## src/verilog/tx_irq_pkg.sv

```systemverilog
package tx_irq_pkg;
	// Avalon byte address width; register index is address[9:2]
	localparam int ADDR_W = 10;
	localparam int DATA_W = 32;

	// Register indices, byte address is four times the index
	localparam logic [7:0] IDX_BLOCK_IRQ_EN = 8'h04;
	localparam logic [7:0] IDX_ALARM_CFG = 8'h31;
	localparam logic [7:0] IDX_ALARM_CODE = 8'h32;
	localparam logic [7:0] IDX_LINK_STAT = 8'h34;

	// Block interrupt enable fields
	localparam int BIT_SECOND_EN = 0;
	localparam int BIT_TX_BLOCK_EN = 1;
	localparam int BIT_RX_BLOCK_EN = 7;

	// Alarm message config and status fields
	localparam int BIT_ALARM_BUSY = 0;
	localparam int BIT_ALARM_GO = 1;
	localparam int BIT_ALARM_TXEN = 2;
	localparam int BIT_ALARM_FLAG = 3;
	localparam int BIT_ALARM_IEN = 4;

	// Link message status and interrupt fields
	localparam int BIT_LINK_FLAG = 0;
	localparam int BIT_LINK_IEN = 1;
	localparam int BIT_LINK_BUSY = 2;
	localparam int BIT_LINK_START = 3;

	// Reset values
	localparam logic [7:0] RST_BLOCK_IRQ_EN = 8'h00;
	localparam logic [7:0] RST_ALARM_CFG = 8'h00;
	localparam logic [7:0] RST_ALARM_CODE = 8'h00;
	localparam logic [7:0] RST_LINK_STAT = 8'h00;

	// Alarm message framing
	localparam int ALARM_CODE_BITS = 6;
	localparam int ALARM_WORD_BITS = 16;
	localparam int ALARM_REPEATS = 10;
	localparam logic [7:0] ALARM_FILL = 8'hff;
endpackage

```

## src/verilog/alarm_msg_sender.sv

```systemverilog
`timescale 1ns/1ns
module alarm_msg_sender
	import tx_irq_pkg::*;
#(
	parameter int REPEATS = ALARM_REPEATS
) (
	input wire logic clk_sys,
	input wire logic reset_n,
	input wire logic ce,
	input wire logic start,
	input wire logic [ALARM_CODE_BITS-1:0] code,
	input wire logic slot,
	output logic busy,
	output logic done,
	output logic bitOut
);
	localparam int BIT_W = $clog2(ALARM_WORD_BITS);
	localparam int REP_W = $clog2(REPEATS);
	localparam logic [BIT_W-1:0] LAST_BIT = BIT_W'(ALARM_WORD_BITS - 1);
	localparam logic [REP_W-1:0] LAST_REP = REP_W'(REPEATS - 1);

	// Sender states
	typedef enum logic {IDLE, SEND} send_state_t;

	send_state_t state, next_state;
	// Captured structure, sent MSB first
	logic [ALARM_WORD_BITS-1:0] word, next_word;
	logic [BIT_W-1:0] bitCnt, next_bitCnt;
	logic [REP_W-1:0] repCnt, next_repCnt;
	logic next_busy, next_done, next_bitOut;

	// Next state of the sender
	always_comb begin
		next_state = state;
		next_word = word;
		next_bitCnt = bitCnt;
		next_repCnt = repCnt;
		next_busy = busy;
		next_done = 1'b0;
		next_bitOut = bitOut;
		unique case (state)
			IDLE: begin
				if (start) begin
					next_word = {1'b0, code, 1'b0, ALARM_FILL};
					next_bitCnt = '0;
					next_repCnt = '0;
					next_busy = 1'b1;
					next_state = SEND;
				end
			end
			SEND: begin
				// One bit per line slot
				if (slot) begin
					next_bitOut = word[LAST_BIT - bitCnt];
					if (bitCnt == LAST_BIT) begin
						next_bitCnt = '0;
						if (repCnt == LAST_REP) begin
							next_done = 1'b1;
							next_busy = 1'b0;
							next_state = IDLE;
						end else begin
							next_repCnt = repCnt + 1'b1;
						end
					end else begin
						next_bitCnt = bitCnt + 1'b1;
					end
				end
			end
		endcase
	end

	// Sender registers, frozen while ce is low
	always_ff @(posedge clk_sys or negedge reset_n) begin
		if (!reset_n) begin
			state <= IDLE;
			word <= '0;
			bitCnt <= '0;
			repCnt <= '0;
			busy <= 1'b0;
			done <= 1'b0;
			bitOut <= 1'b1;
		end else if (ce) begin
			state <= next_state;
			word <= next_word;
			bitCnt <= next_bitCnt;
			repCnt <= next_repCnt;
			busy <= next_busy;
			done <= next_done;
			bitOut <= next_bitOut;
		end
	end
endmodule

```

## src/verilog/tx_section_irq.sv

```systemverilog
// What this block does
// - Bit 1 at 0x04 enables transmit interrupts
// - Block enable clear suppresses every transmit interrupt
// - Interrupt needs block and source enable
// - Two sources: alarm and link message done
// - Alarm done source enable at 0x31 bit 4
// - Send command with transmit enable (0x31 bit 2) starts full alarm sequence
// - Capture six-bit code into 16-bit structure
// - Send structure ten times then complete
// - Enabled alarm completion drives interrupt low
// - Alarm completion sets 0x31 bit 3
// - Link done source enable at 0x34 bit 1
// - Link completion sets 0x34 bit 0, interrupts if enabled
`timescale 1ns/1ns
module tx_section_irq
	import tx_irq_pkg::*;
#(
	parameter int REPEATS = ALARM_REPEATS
) (
	input wire logic clk_sys,
	input wire logic reset_n,
	input wire logic ce,
	input wire logic [ADDR_W-1:0] address,
	input wire logic read,
	input wire logic write,
	input wire logic [DATA_W-1:0] writedata,
	input wire logic [3:0] byteenable,
	output logic [DATA_W-1:0] readdata,
	output logic waitrequest,
	input wire logic alarmBitSlot,
	output logic alarmBit,
	output logic alarmSending,
	input wire logic linkMsgDone,
	input wire logic linkMsgBusy,
	output logic linkMsgStart,
	output logic irq_n
);
	// Register index from the byte address
	logic [7:0] idx;
	// Request present on the bus
	logic req;
	// Edge at which the slave answers
	logic accept;
	// First cycle of a request, when read data is snapped
	logic snap;
	// Write committed to the low byte
	logic wrLow;

	// Stored register bits
	logic [7:0] blkEn, next_blkEn;
	logic alarmIen, next_alarmIen;
	logic alarmTxEn, next_alarmTxEn;
	logic alarmGo, next_alarmGo;
	logic alarmFlag, next_alarmFlag;
	logic [7:0] alarmCode, next_alarmCode;
	logic linkIen, next_linkIen;
	logic linkFlag, next_linkFlag;
	logic next_linkMsgStart;
	// Bus answer and interrupt pin registers
	logic [DATA_W-1:0] next_readdata;
	logic next_waitrequest;
	logic next_irq_n;

	// Sender handshake
	logic alarmStart;
	logic alarmDone;
	// Any enabled source pending
	logic alarmPend;
	logic linkPend;

	// Bus decode
	always_comb begin
		idx = address[ADDR_W-1:2];
		req = read | write;
		accept = req & ~waitrequest;
		snap = req & waitrequest;
		// Writes need the low byte lane
		wrLow = write & accept & byteenable[0];
	end

	always_comb begin
		alarmStart = alarmGo & alarmTxEn & ~alarmSending;
	end

	// Alarm message serializer
	alarm_msg_sender #(
		.REPEATS(REPEATS)
	) u_sender (
		.clk_sys(clk_sys),
		.reset_n(reset_n),
		.ce(ce),
		.start(alarmStart),
		.code(alarmCode[ALARM_CODE_BITS-1:0]),
		.slot(alarmBitSlot),
		.busy(alarmSending),
		.done(alarmDone),
		.bitOut(alarmBit)
	);

	// Enabled sources, before block gating
	always_comb begin
		alarmPend = alarmFlag & alarmIen;
		linkPend = linkFlag & linkIen;
	end

	// Next values of registers, flags and bus answer
	always_comb begin
		next_blkEn = blkEn;
		next_alarmIen = alarmIen;
		next_alarmTxEn = alarmTxEn;
		next_alarmGo = alarmGo;
		next_alarmFlag = alarmFlag;
		next_alarmCode = alarmCode;
		next_linkIen = linkIen;
		next_linkFlag = linkFlag;
		next_linkMsgStart = linkMsgStart;
		next_readdata = readdata;

		// One-cycle answer: wait high, then low for one cycle
		next_waitrequest = ~snap;

		// Snap read data in the first request cycle
		if (snap && read) begin
			next_readdata = '0;
			unique case (idx)
				IDX_BLOCK_IRQ_EN: next_readdata[7:0] = blkEn;
				// Config: enable, flag, transmit, command, busy
				IDX_ALARM_CFG: begin
					next_readdata[BIT_ALARM_IEN] = alarmIen;
					next_readdata[BIT_ALARM_FLAG] = alarmFlag;
					next_readdata[BIT_ALARM_TXEN] = alarmTxEn;
					next_readdata[BIT_ALARM_GO] = alarmGo;
					next_readdata[BIT_ALARM_BUSY] = alarmSending;
				end
				// Whole code byte reads back
				IDX_ALARM_CODE: next_readdata[7:0] = alarmCode;
				// Link: start, busy, enable, flag
				IDX_LINK_STAT: begin
					next_readdata[BIT_LINK_START] = linkMsgStart;
					next_readdata[BIT_LINK_BUSY] = linkMsgBusy;
					next_readdata[BIT_LINK_IEN] = linkIen;
					next_readdata[BIT_LINK_FLAG] = linkFlag;
				end
				// Unmapped reads return zero
				default: next_readdata = '0;
			endcase
		end

		// read clears the flag it returned
		if (snap && read && idx == IDX_ALARM_CFG) begin
			next_alarmFlag = 1'b0;
		end
		if (snap && read && idx == IDX_LINK_STAT) begin
			next_linkFlag = 1'b0;
		end

		// Register writes at the accept edge
		if (wrLow) begin
			unique case (idx)
				IDX_BLOCK_IRQ_EN: begin
					next_blkEn[BIT_TX_BLOCK_EN] = writedata[BIT_TX_BLOCK_EN];
					next_blkEn[BIT_SECOND_EN] = writedata[BIT_SECOND_EN];
					next_blkEn[BIT_RX_BLOCK_EN] = writedata[BIT_RX_BLOCK_EN];
				end
				IDX_ALARM_CFG: begin
					next_alarmIen = writedata[BIT_ALARM_IEN];
					next_alarmTxEn = writedata[BIT_ALARM_TXEN];
					next_alarmGo = writedata[BIT_ALARM_GO];
				end
				// Full byte stored, low six bits sent
				IDX_ALARM_CODE: next_alarmCode = writedata[7:0];
				IDX_LINK_STAT: begin
					next_linkIen = writedata[BIT_LINK_IEN];
					next_linkMsgStart = writedata[BIT_LINK_START];
				end
				// Unmapped writes are dropped
				default: next_alarmCode = alarmCode;
			endcase
		end

		// Command is consumed when the sender takes it
		if (alarmStart) begin
			next_alarmGo = 1'b0;
		end

		if (alarmDone) begin
			next_alarmFlag = 1'b1;
		end
		if (linkMsgDone) begin
			next_linkFlag = 1'b1;
		end
	end

	// Interrupt pin, active low
	always_comb begin
		next_irq_n = ~(blkEn[BIT_TX_BLOCK_EN] & (alarmPend | linkPend));
	end

	// Register all state, frozen while ce is low
	always_ff @(posedge clk_sys or negedge reset_n) begin
		if (!reset_n) begin
			// Register reset values
			blkEn <= RST_BLOCK_IRQ_EN;
			alarmIen <= RST_ALARM_CFG[BIT_ALARM_IEN];
			alarmTxEn <= RST_ALARM_CFG[BIT_ALARM_TXEN];
			alarmGo <= RST_ALARM_CFG[BIT_ALARM_GO];
			alarmFlag <= RST_ALARM_CFG[BIT_ALARM_FLAG];
			alarmCode <= RST_ALARM_CODE;
			linkIen <= RST_LINK_STAT[BIT_LINK_IEN];
			linkFlag <= RST_LINK_STAT[BIT_LINK_FLAG];
			linkMsgStart <= RST_LINK_STAT[BIT_LINK_START];
			readdata <= '0;
			waitrequest <= 1'b1;
			irq_n <= 1'b1;
		end else if (ce) begin
			// Advance only while enabled
			blkEn <= next_blkEn;
			alarmIen <= next_alarmIen;
			alarmTxEn <= next_alarmTxEn;
			alarmGo <= next_alarmGo;
			alarmFlag <= next_alarmFlag;
			alarmCode <= next_alarmCode;
			linkIen <= next_linkIen;
			linkFlag <= next_linkFlag;
			linkMsgStart <= next_linkMsgStart;
			readdata <= next_readdata;
			waitrequest <= next_waitrequest;
			irq_n <= next_irq_n;
		end
	end
endmodule

```

## config.mk

```make
export PLATFORM = sky130hd
export DESIGN_NAME = tx_section_irq
export DESIGN_NICKNAME = d
export VERILOG_FILES = /design/src/verilog/tx_irq_pkg.sv /design/src/verilog/alarm_msg_sender.sv /design/src/verilog/tx_section_irq.sv
export SDC_FILE = /design/constraint.sdc
export NUM_CORES = 1
export LEC_CHECK = 0
export CELL_PAD_IN_SITES_DETAIL_PLACEMENT = 1
export CELL_PAD_IN_SITES_GLOBAL_PLACEMENT = 2
export CORE_UTILIZATION = 35
export CTS_CLUSTER_SIZE = 25
export DETAILED_ROUTE_END_ITERATION = 6
export DONT_BUFFER_PORTS = 1
export PLACE_DENSITY_LB_ADDON = 0.1
export SLEW_MARGIN = 20
export SYNTH_ARGS = -nofsm -noshare
export SYNTH_HDL_FRONTEND = slang
export SYNTH_SLANG_ARGS = --single-unit
```

## constraint.sdc

```tcl
create_clock -name clk_sys -period 2 [get_ports clk_sys]
set_input_delay 0.4 -clock clk_sys [delete_from_list [all_inputs] [get_ports clk_sys]]
set_output_delay 0.4 -clock clk_sys [all_outputs]
set_load 0.02 [all_outputs]
```

==> impl_metrics.yaml, run 1 <==
setup_path:
  cp_top_family: "flip-flops"
  arrival_ns: 1.95
  crit_fanout: 8
  r2r_start: "waitrequest"
  cpPeakStageDelay_ns: 0.64
  worst_r2r_path_depth: 3
  cp-startpoint: "waitrequest"
  path_buf_inv: 0
  path_cells: "and4b_1 -> nand2_1 -> mux2_2"
  ff2ff_setup_slack_ns: 0.23
  r2r_end: "alarmCode[0]"
  end_kind: "flip-flop"
  slowest_stage: "dfstp_2"
  cp.required_ns: 2.18
  critPathLaunchType: "flip-flop"
  path_class: "flip-flop to flip-flop"
final_layout:
  layout_common_cells: "dfrtp_1, nand2_1, conb_1"
  nets: 309
  final_common_cell: "dfrtp_1"
  area_growth_pct: 8.24
  final_area_sq_um: 2700
  layout-drive-gt1-share: 0.190
  antenna_cells: 0
timing:
  tightest_slew_ns: 0.504
  fmax_mhz: 564
  setup_violations: 0
  hold_violations: 0
  slew_headroom: 0.662
  rsz0062_at_grt: "no"
  fin_tns_setup_ns: 0
  skew_ns: 0.0123
  fin_crit_sh: 0.886
  slew_viol_final: 0
  period_needed_ns: 1.77
floorplanning:
  fp.dieH_um: 86.3
  core_sq_um: 6830
  die_w_um: 86.3
  io_pins: 91
  num_rows: 30
  dieArea_sq_um: 7460
  initial_core_util: 0.364
yosys:
  synth_sequential_area_ratio: 0.474
  syn-mean-instance-area_sq_um: 10.3
  yosys_register_bits: 47
  ys_types: 53
  synthCells: 241
  synth_warnings: 0
  synthXorXnorAreaFrac: 0
  yosys.area_share.simple: 0.188
  muxShareOfSynthArea: 0.0799
  synth_top_family_by_area: "simple AND/OR/NAND/NOR gates"
  synthArstFlopShare: 1.00
  syn_area_sq_um: 2490
  synth_top_area_share: 0.442
  yosysTopAreaCell: "dfrtp_1"
  synth_compound_area_frac: 0.138
  synth-adder-area-share: 0.0151
  synth_ff_type: "dfrtp_1"
  synth_edf_count: 0
  synth_area_leaders: "dfrtp_1, buf_4, mux2_2, nand2_1, dfstp_2"
clock_tree:
  root_buffer: "clkbuf_8"
  h-tree-depth: 2
  clk_pin_slew_worst_paths_ns: 0.09
  clock_path_buffers: 2
  cts_tree: "built"
  numCtsBuffers: 5
  clock_latency_ns: 0.30
  cts_setup_buffers: 0
  cts_sinks: 47
grt:
  grt_max_degree: 48
  track_usage: 0.169
  grt_util_met1: 0.246
  met2_usage: 0.246
  met3_usage: 0.0419
  grt_pass1_wl_um: 9540
  grt_pass1_vias: 1801
  grt_busiest_layer: "met1"
  overflow: 0
  antenna_found_initial: 0
placed_design:
  gp_congestion: 0.758
  numPortBuffers: 0
  post_dp_cell_area_sq_um: 2550
  dpl.hpwl_um: 4420
power_and_ir_drop:
  leakage_nw: 1.25
  ir_drop_mv: 0.264
  finalPower_w: 0.00175
  power_density_nw_per_um2: 649
job:
  maxCapViolations: 0
route:
  ant_nets: 0
  dr.pass1.iters: 4
  via_count: 1751
  wire_per_inst_um: 16.4
  post-route-drc-count: 0
  wl_um: 5710
  drt_iter0_drc: 49
  viasPerCell: 5.02
outcome:
  outcome: "completed"
min_path:
  worst_hold_path_type: "primary input to flip-flop"
  whs_path_depth: 1
  min_from: "ce"
  hold_end: "irq_n"
==> per-stage QoR <==
step	utilization	instances	hold WS, ns	worst slack [ns]
2_1_floorplan	-	264	0.104	0.155
3_3_place_gp	0.373	339	0.106	0.0513
3_5_place_dp	0.373	339	0.106	0.0199
4_1_cts	0.394	349	0.153	0.190
5_1_grt	0.395	349	0.147	0.103
6_report	0.395	349	0.163	0.228
==> metal layers <==
metal	wire [um]	part of all wire
met2	2580	0.45
met1	2770	0.48
met4	62	0.011
met5	0	0
met3	304	0.053
==> kinds of logic after synthesis <==
kind of cell | Yosys count
AO/OA/AOI/OAI | 49
AND/OR/NAND/NOR | 84
multiplexers | 18
adder cells (fa/ha/maj) | 3
buffers and inverters | 39
other | 1
flip-flops | 47
==> worst max path at each step <==
stage	end	slack, ns	depth (start not counted)
3_5_place_dp	readdata[1]	0.02	4
4_1_cts	alarmCode[0]	0.19	3
6_report	alarmCode[0]	0.23	3
2_1_floorplan	readdata[2]	0.16	4
3_3_place_gp	readdata[0]	0.05	4
5_1_grt	u_sender.bitCnt[2]	0.10	5
==> Yosys cell counts, types with 3 or more instances <==
cell type,instances
a21oi_1,5
a221oi_1,3
a22o_1,7
a22oi_1,4
and2b_2,3
and3_1,3
buf_4,24
clkbuf_1,5
dfrtp_1,44
dfstp_2,3
ha_1,3
inv_1,7
mux2_2,14
mux2i_1,3
nand2_1,37
nand3_1,8
nor2_1,8
nor3_1,4
o21a_1,3
o21ai_0,8
o21ai_1,3
o31ai_1,4
==> repair_timing <==
item,in CTS,in global routing
hold buffers,2,0
gates resized for setup,0,1
endpoints found under the hold margin,47,0
setup endpoints to repair,0,1
==> worst reg2reg max path, cell delays in order (launching register included) <==
cell	delay [ns]
dfstp_2	0.64
and4b_1	0.27
nand2_1	0.36
mux2_2	0.39
==> registers in the layout (all words and copies together) (netlist names), 3 cells and up <==
register / cells
u_sender.repCnt: 4
u_sender.bitCnt: 4
u_sender.word: 7
readdata: 8
alarmCode: 8
blkEn: 3
==> report_power, final <==
group / switching [W] / leakage, nW / internal [W]
clock network: 0.000328 / 0.0505 / 0.000315
registers: 0.0000216 / 0.632 / 0.000964
logic: 0.0000864 / 0.567 / 0.0000332
total: 0.000436 / 1.25 / 0.00131
==> final cells by class <==
cell class                 instances  area, sq um
inverter                           7         26.3
clock inverter                     1         7.51
tap                               96          120
clock buffer                       7         96.3
fill                             806         4140
timing repair buffer              13          120
sequential                        47         1180
multi-input combinational        178         1140
Note: power is estimated with default switching activity, not from simulation.
==> run 2: changes to the inputs <==
--- a/config.mk
+++ b/config.mk
@@ -5,6 +5,7 @@
 export SDC_FILE = /design/constraint.sdc
 export NUM_CORES = 1
 export LEC_CHECK = 0
+export ABC_AREA = 1
 export CELL_PAD_IN_SITES_DETAIL_PLACEMENT = 1
 export CELL_PAD_IN_SITES_GLOBAL_PLACEMENT = 2
 export CORE_UTILIZATION = 35
==> impl_metrics.yaml, run 2 <==
outcome:
  outcome: "completed"
route:
  viasPerCell: 4.60
  ant_nets: 0
  wire_per_inst_um: 13.9
  wl_met3_um: 303
  wl_um: 5740
  routed-wl-met2_um: 2470
  routed.top_layer: "met4"
  wl_met1_um: 2910
  post-route-drc-count: 0
  dr.pass1.iters: 4
  via_count: 1894
  drt_iter0_drc: 95
power_and_ir_drop:
  seqPwrFrac: 0.558
  p_int_w: 0.00130
  ir_drop_mv: 0.223
  sw_frac_of_total: 0.253
  finalPower_w: 0.00174
  netSwitchingPower_w: 0.000441
  p_comb_frac: 0.072
  power_density_nw_per_um2: 638
  leakage_nw: 1.40
  clockPowerShare: 0.369
final_layout:
  largestRegisters: "alarmCode: 8 flops, readdata: 8 flops, u_sender.word: 7 flops"
  antenna_cells: 0
  register_area_sq_um: 1180
  layout_common_cells: "nand2_1, dfrtp_1, inv_1, nand3_1, conb_1"
  layout-drive-gt1-share: 0.171
  utilization: 0.391
  area_growth_pct: 5.46
  final_common_cell: "nand2_1"
  multiInputGateArea_sq_um: 1150
  fillers: 874
  nets: 372
setup_path:
  end_kind: "flip-flop"
  arrival_ns: 1.64
  endpoint: "u_sender.repCnt[3]"
  worst_r2r_path_depth: 8
  path_class: "flip-flop to flip-flop"
  cp-startpoint: "u_sender.bitCnt[0]"
  cp.required_ns: 2.20
  crit_fanout: 8
  ff2ff_setup_slack_ns: 0.56
  critPathLaunchType: "flip-flop"
  r2r_end: "u_sender.repCnt[3]"
  r2r_start: "u_sender.bitCnt[0]"
yosys:
  syn-mean-instance-area_sq_um: 8.38
  ys_top_cells_by_count: "nand2_1, dfrtp_1, inv_1, nand3_1, buf_4"
  synth_ff_type: "dfrtp_1"
  synthXorXnorAreaFrac: 0.0101
  yosys_register_bits: 47
  synthCells: 309
  syn_area_sq_um: 2590
  synth_sequential_area_ratio: 0.456
  synth_edf_count: 0
  muxShareOfSynthArea: 0
  synth_top_family_by_area: "simple AND/OR/NAND/NOR gates"
  yosys.area_share.simple: 0.288
  synthArstFlopShare: 1.00
  synth_compound_area_frac: 0.0971
  ys_types: 32
  synth.most_common_cell: "nand2_1"
  synth_warnings: 0
  synth_area_leaders: "dfrtp_1, nand2_1, buf_4, nand3_1, inv_1"
  synth_top_area_share: 0.425
  yosysTopAreaCell: "dfrtp_1"
  synth-adder-area-share: 0.0145
timing:
  rsz0062_at_grt: "no"
  holdWs_ns: 0.172
  period_needed_ns: 1.44
  fmax_mhz: 696
  fin_tns_setup_ns: 0
  fin_crit_sh: 0.718
  setup_violations: 0
  hold_violations: 0
  slew_viol_final: 0
  skew_ns: 0.00755
floorplanning:
  io_pins: 91
  initial_core_util: 0.371
  dieArea_sq_um: 7740
  die_w_um: 88
  num_rows: 30
  fp.dieH_um: 88
  core_sq_um: 6980
grt:
  grt_pass1_vias: 1910
  track_usage: 0.166
  grt_pass1_wl_um: 9700
  grt_max_degree: 48
  overflow: 0
  antenna_found_initial: 0
min_path:
  worst_hold_path_type: "primary input to flip-flop"
clock_tree:
  cts_setup_buffers: 0
  h-tree-depth: 2
  numCtsBuffers: 5
  clock_latency_ns: 0.30
  clock_path_buffers: 2
  cts_tree: "built"
  root_buffer: "clkbuf_8"
  clk_pin_slew_worst_paths_ns: 0.09
  cts_sinks: 47
placed_design:
  dpl.hpwl_um: 4300
  gp_congestion: 0.739
  numPortBuffers: 0
job:
  maxCapViolations: 0
## run 2: critical path: stages (launching register included)
cell	delay [ns]
dfrtp_1	0.47
ha_1	0.22
nand3_1	0.14
nand2_1	0.12
o21ai_1	0.07
inv_1	0.09
nand2_4	0.10
nand2_1	0.09
o21ai_2	0.05
## run 2: per-stage QoR
stage / setup slack (ns) / instance area (sq um) / instances
detailed placement: 0.465 / 2590 / 402
floorplan: 0.749 / 2680 / 332
global route: 0.405 / 2730 / 412
finish: 0.563 / 2730 / 412
CTS: 0.534 / 2730 / 412
global placement: 0.493 / 2590 / 402
## run 2: per-layer routing
layer  track usage  up-vias
li1              -      945
met1         0.238      901
met2         0.245       43
met3        0.0415        5
met4        0.0537        0
met5             0        -
## run 2: cells by family after synthesis
logic type,count (synthesis)
adders and majority gates,3
buffers and inverters,62
AOI/OAI and AO/OA,39
DFF,47
xor gates and xnor gates,3
other,1
and+or+nand+nor,154
## run 2: final cells by class
class / instances / share of cell area
Tap cell: 96 / 0.0440
Clock buffer: 8 / 0.0367
Sequential cell: 47 / 0.432
Inverter: 35 / 0.0490
Timing Repair Buffer: 3 / 0.0165
Multi-Input combinational cell: 223 / 0.422
## run 2: repair_timing
| action | CTS | global route |
|---|---|---|
| resized for setup | 0 | 0 |
| hold buffers | 2 | 0 |
| endpoints found under the hold margin | 47 | 0 |
## run 2: worst min-delay path by stage
stage,from,end,slack [ns],cells past startpoint
after global placement,reset_n,readdata[7],0.11,0
after CTS,ce,irq_n,0.16,1
after floorplan,reset_n,alarmCode[0],0.10,0
final,ce,irq_n,0.17,1
after detailed placement,reset_n,readdata[7],0.11,0
after global routing,ce,irq_n,0.16,1
## run 2: power groups by stage
stage	Clock (W)	Combinational (W)	Sequential, W
3_3_place_gp	0	0.0000983	0.000991
6_report	0.000643	0.000126	0.000972
5_1_grt	0.000710	0.000141	0.000974
4_1_cts	0.000664	0.000129	0.000972
2_1_floorplan	0	0.000125	0.000989
3_5_place_dp	0	0.0000998	0.000991
==> run 3: changes to the inputs <==
==> constraint.sdc (replaced) <==
create_clock -name clk_sys -period 1.4 [get_ports clk_sys]
set_input_delay 0.28 -clock clk_sys [delete_from_list [all_inputs] [get_ports clk_sys]]
set_output_delay 0.28 -clock clk_sys [all_outputs]
set_load 0.02 [all_outputs]
==> impl_metrics.yaml, run 3 (synthesis gave the netlist of run 2 again) <==
placed_design:
  post_dp_cell_area_sq_um: 2670
  numPortBuffers: 0
  gp_congestion: 0.742
  dpl.hpwl_um: 4500
route:
  drt_iter0_drc: 64
  wire_per_inst_um: 13.8
  post-route-drc-count: 0
  viasPerCell: 4.51
  dr.pass1.iters: 4
  via_count: 1926
  ant_nets: 0
  wl_um: 5880
floorplanning:
  fp.dieH_um: 88
  die_w_um: 88
  num_rows: 30
  io_pins: 91
  core_sq_um: 6980
  dieArea_sq_um: 7740
  initial_core_util: 0.371
clock_tree:
  cts_sinks: 47
  root_buffer: "clkbuf_8"
  clk_pin_slew_worst_paths_ns: 0.09
  h-tree-depth: 2
  clock_path_buffers: 2
  clock_latency_ns: 0.30
  numCtsBuffers: 5
  cts_tree: "built"
final_layout:
  utilization: 0.414
  largestRegisters: "alarmCode: 8 flops, readdata: 8 flops, u_sender.word: 7 flops"
  area_growth_pct: 11.6
  layout-drive-gt1-share: 0.227
  layout_common_cells: "nand2_1, dfrtp_1, nand3_1"
  final_common_cell: "nand2_1"
  antenna_cells: 0
  final_area_sq_um: 2890
  nets: 387
job:
  maxCapViolations: 0
grt:
  grt_max_degree: 48
  grt_pass1_vias: 1976
  track_usage: 0.168
  antenna_found_initial: 0
  overflow: 0
  grt_pass1_wl_um: 9900
power_and_ir_drop:
  ir_drop_mv: 0.404
  leakage_nw: 1.49
  power_density_nw_per_um2: 911
timing:
  setup_violations: 0
  holdWs_ns: 0.0442
  slew_viol_final: 0
  period_needed_ns: 1.29
  fin_crit_sh: 0.925
  fmax_mhz: 772
  skew_ns: 0.00815
  hold_violations: 0
  fin_tns_setup_ns: 0
setup_path:
  path_class: "flip-flop to flip-flop"
  cp-startpoint: "waitrequest"
  crit_fanout: 10
  critPathLaunchType: "flip-flop"
  cp.required_ns: 1.59
  r2r_start: "waitrequest"
  end_kind: "flip-flop"
  arrival_ns: 1.48
min_path:
  min_from: "ce"
  worst_hold_path_type: "primary input to flip-flop"
outcome:
  outcome: "completed"
-- run 3: final timing paths --
check / depth (start not counted) / slack (ns) / end
setup / recovery: 5 / 0.11 / linkFlag
hold / removal: 1 / 0.04 / waitrequest
setup reg to reg: 5 / 0.11 / linkFlag
hold reg to reg: 2 / 0.46 / u_sender.word[7]
max in group asynchronous: 2 / 0.62 / u_sender.bitOut
min in group asynchronous: 2 / 0.48 / readdata[2]
-- run 3: cell type report --
| type | instances | area [sq um] |
|---|---|---|
| multi-input cells | 223 | 1180 |
| repair buffers | 18 | 158 |
| flip-flops and latches | 47 | 1180 |
| clock inverters | 2 | 35.0 |
| well taps | 96 | 120 |
| fillers | 897 | 4090 |
| inverters | 35 | 134 |
| clock buffers | 6 | 82.6 |
-- run 3: per-stage QoR --
| step | instances | setup WS [ns] | total power, W |
|---|---|---|---|
| final | 427 | 0.105 | 0.00263 |
| after global placement | 412 | 0.0652 | 0.00156 |
| after global routing | 427 | -0.00790 | 0.00275 |
| after floorplan | 332 | 0.149 | 0.00159 |
| after detailed placement | 412 | 0.0169 | 0.00157 |
| after CTS | 422 | 0.0669 | 0.00267 |
-- run 3: report_power, final --
part / switching (W) / internal (W)
clock network: 0.000476 / 0.000579
registers: 0.0000108 / 0.00137
logic: 0.000154 / 0.0000416
total: 0.000641 / 0.00199
-- run 3: critical path: stages, from the launching register on --
cell     delay (ns)
dfstp_2        0.56
nand3_2        0.14
inv_2          0.20
nand2_1        0.12
nand2_1        0.09
nand2_1        0.07
-- run 3: what timing repair did --
| item | 4_1_cts | 5_1_grt |
|---|---|---|
| resized for setup | 0 | 7 |
| endpoints found under the setup margin | 0 | 5 |
| endpoints found under the hold margin | 47 | 0 |
| setup buffers | 0 | 5 |
| hold buffers | 2 | 0 |
-- run 3: metal layers --
metal | track usage | vias up | share of wire
met2 | 0.261 | 45 | 0.44
met1 | 0.235 | 908 | 0.51
met4 | 0.0447 | 0 | 0.0049
met3 | 0.0396 | 5 | 0.045
li1 | - | 968 | -
met5 | 0 | - | 0
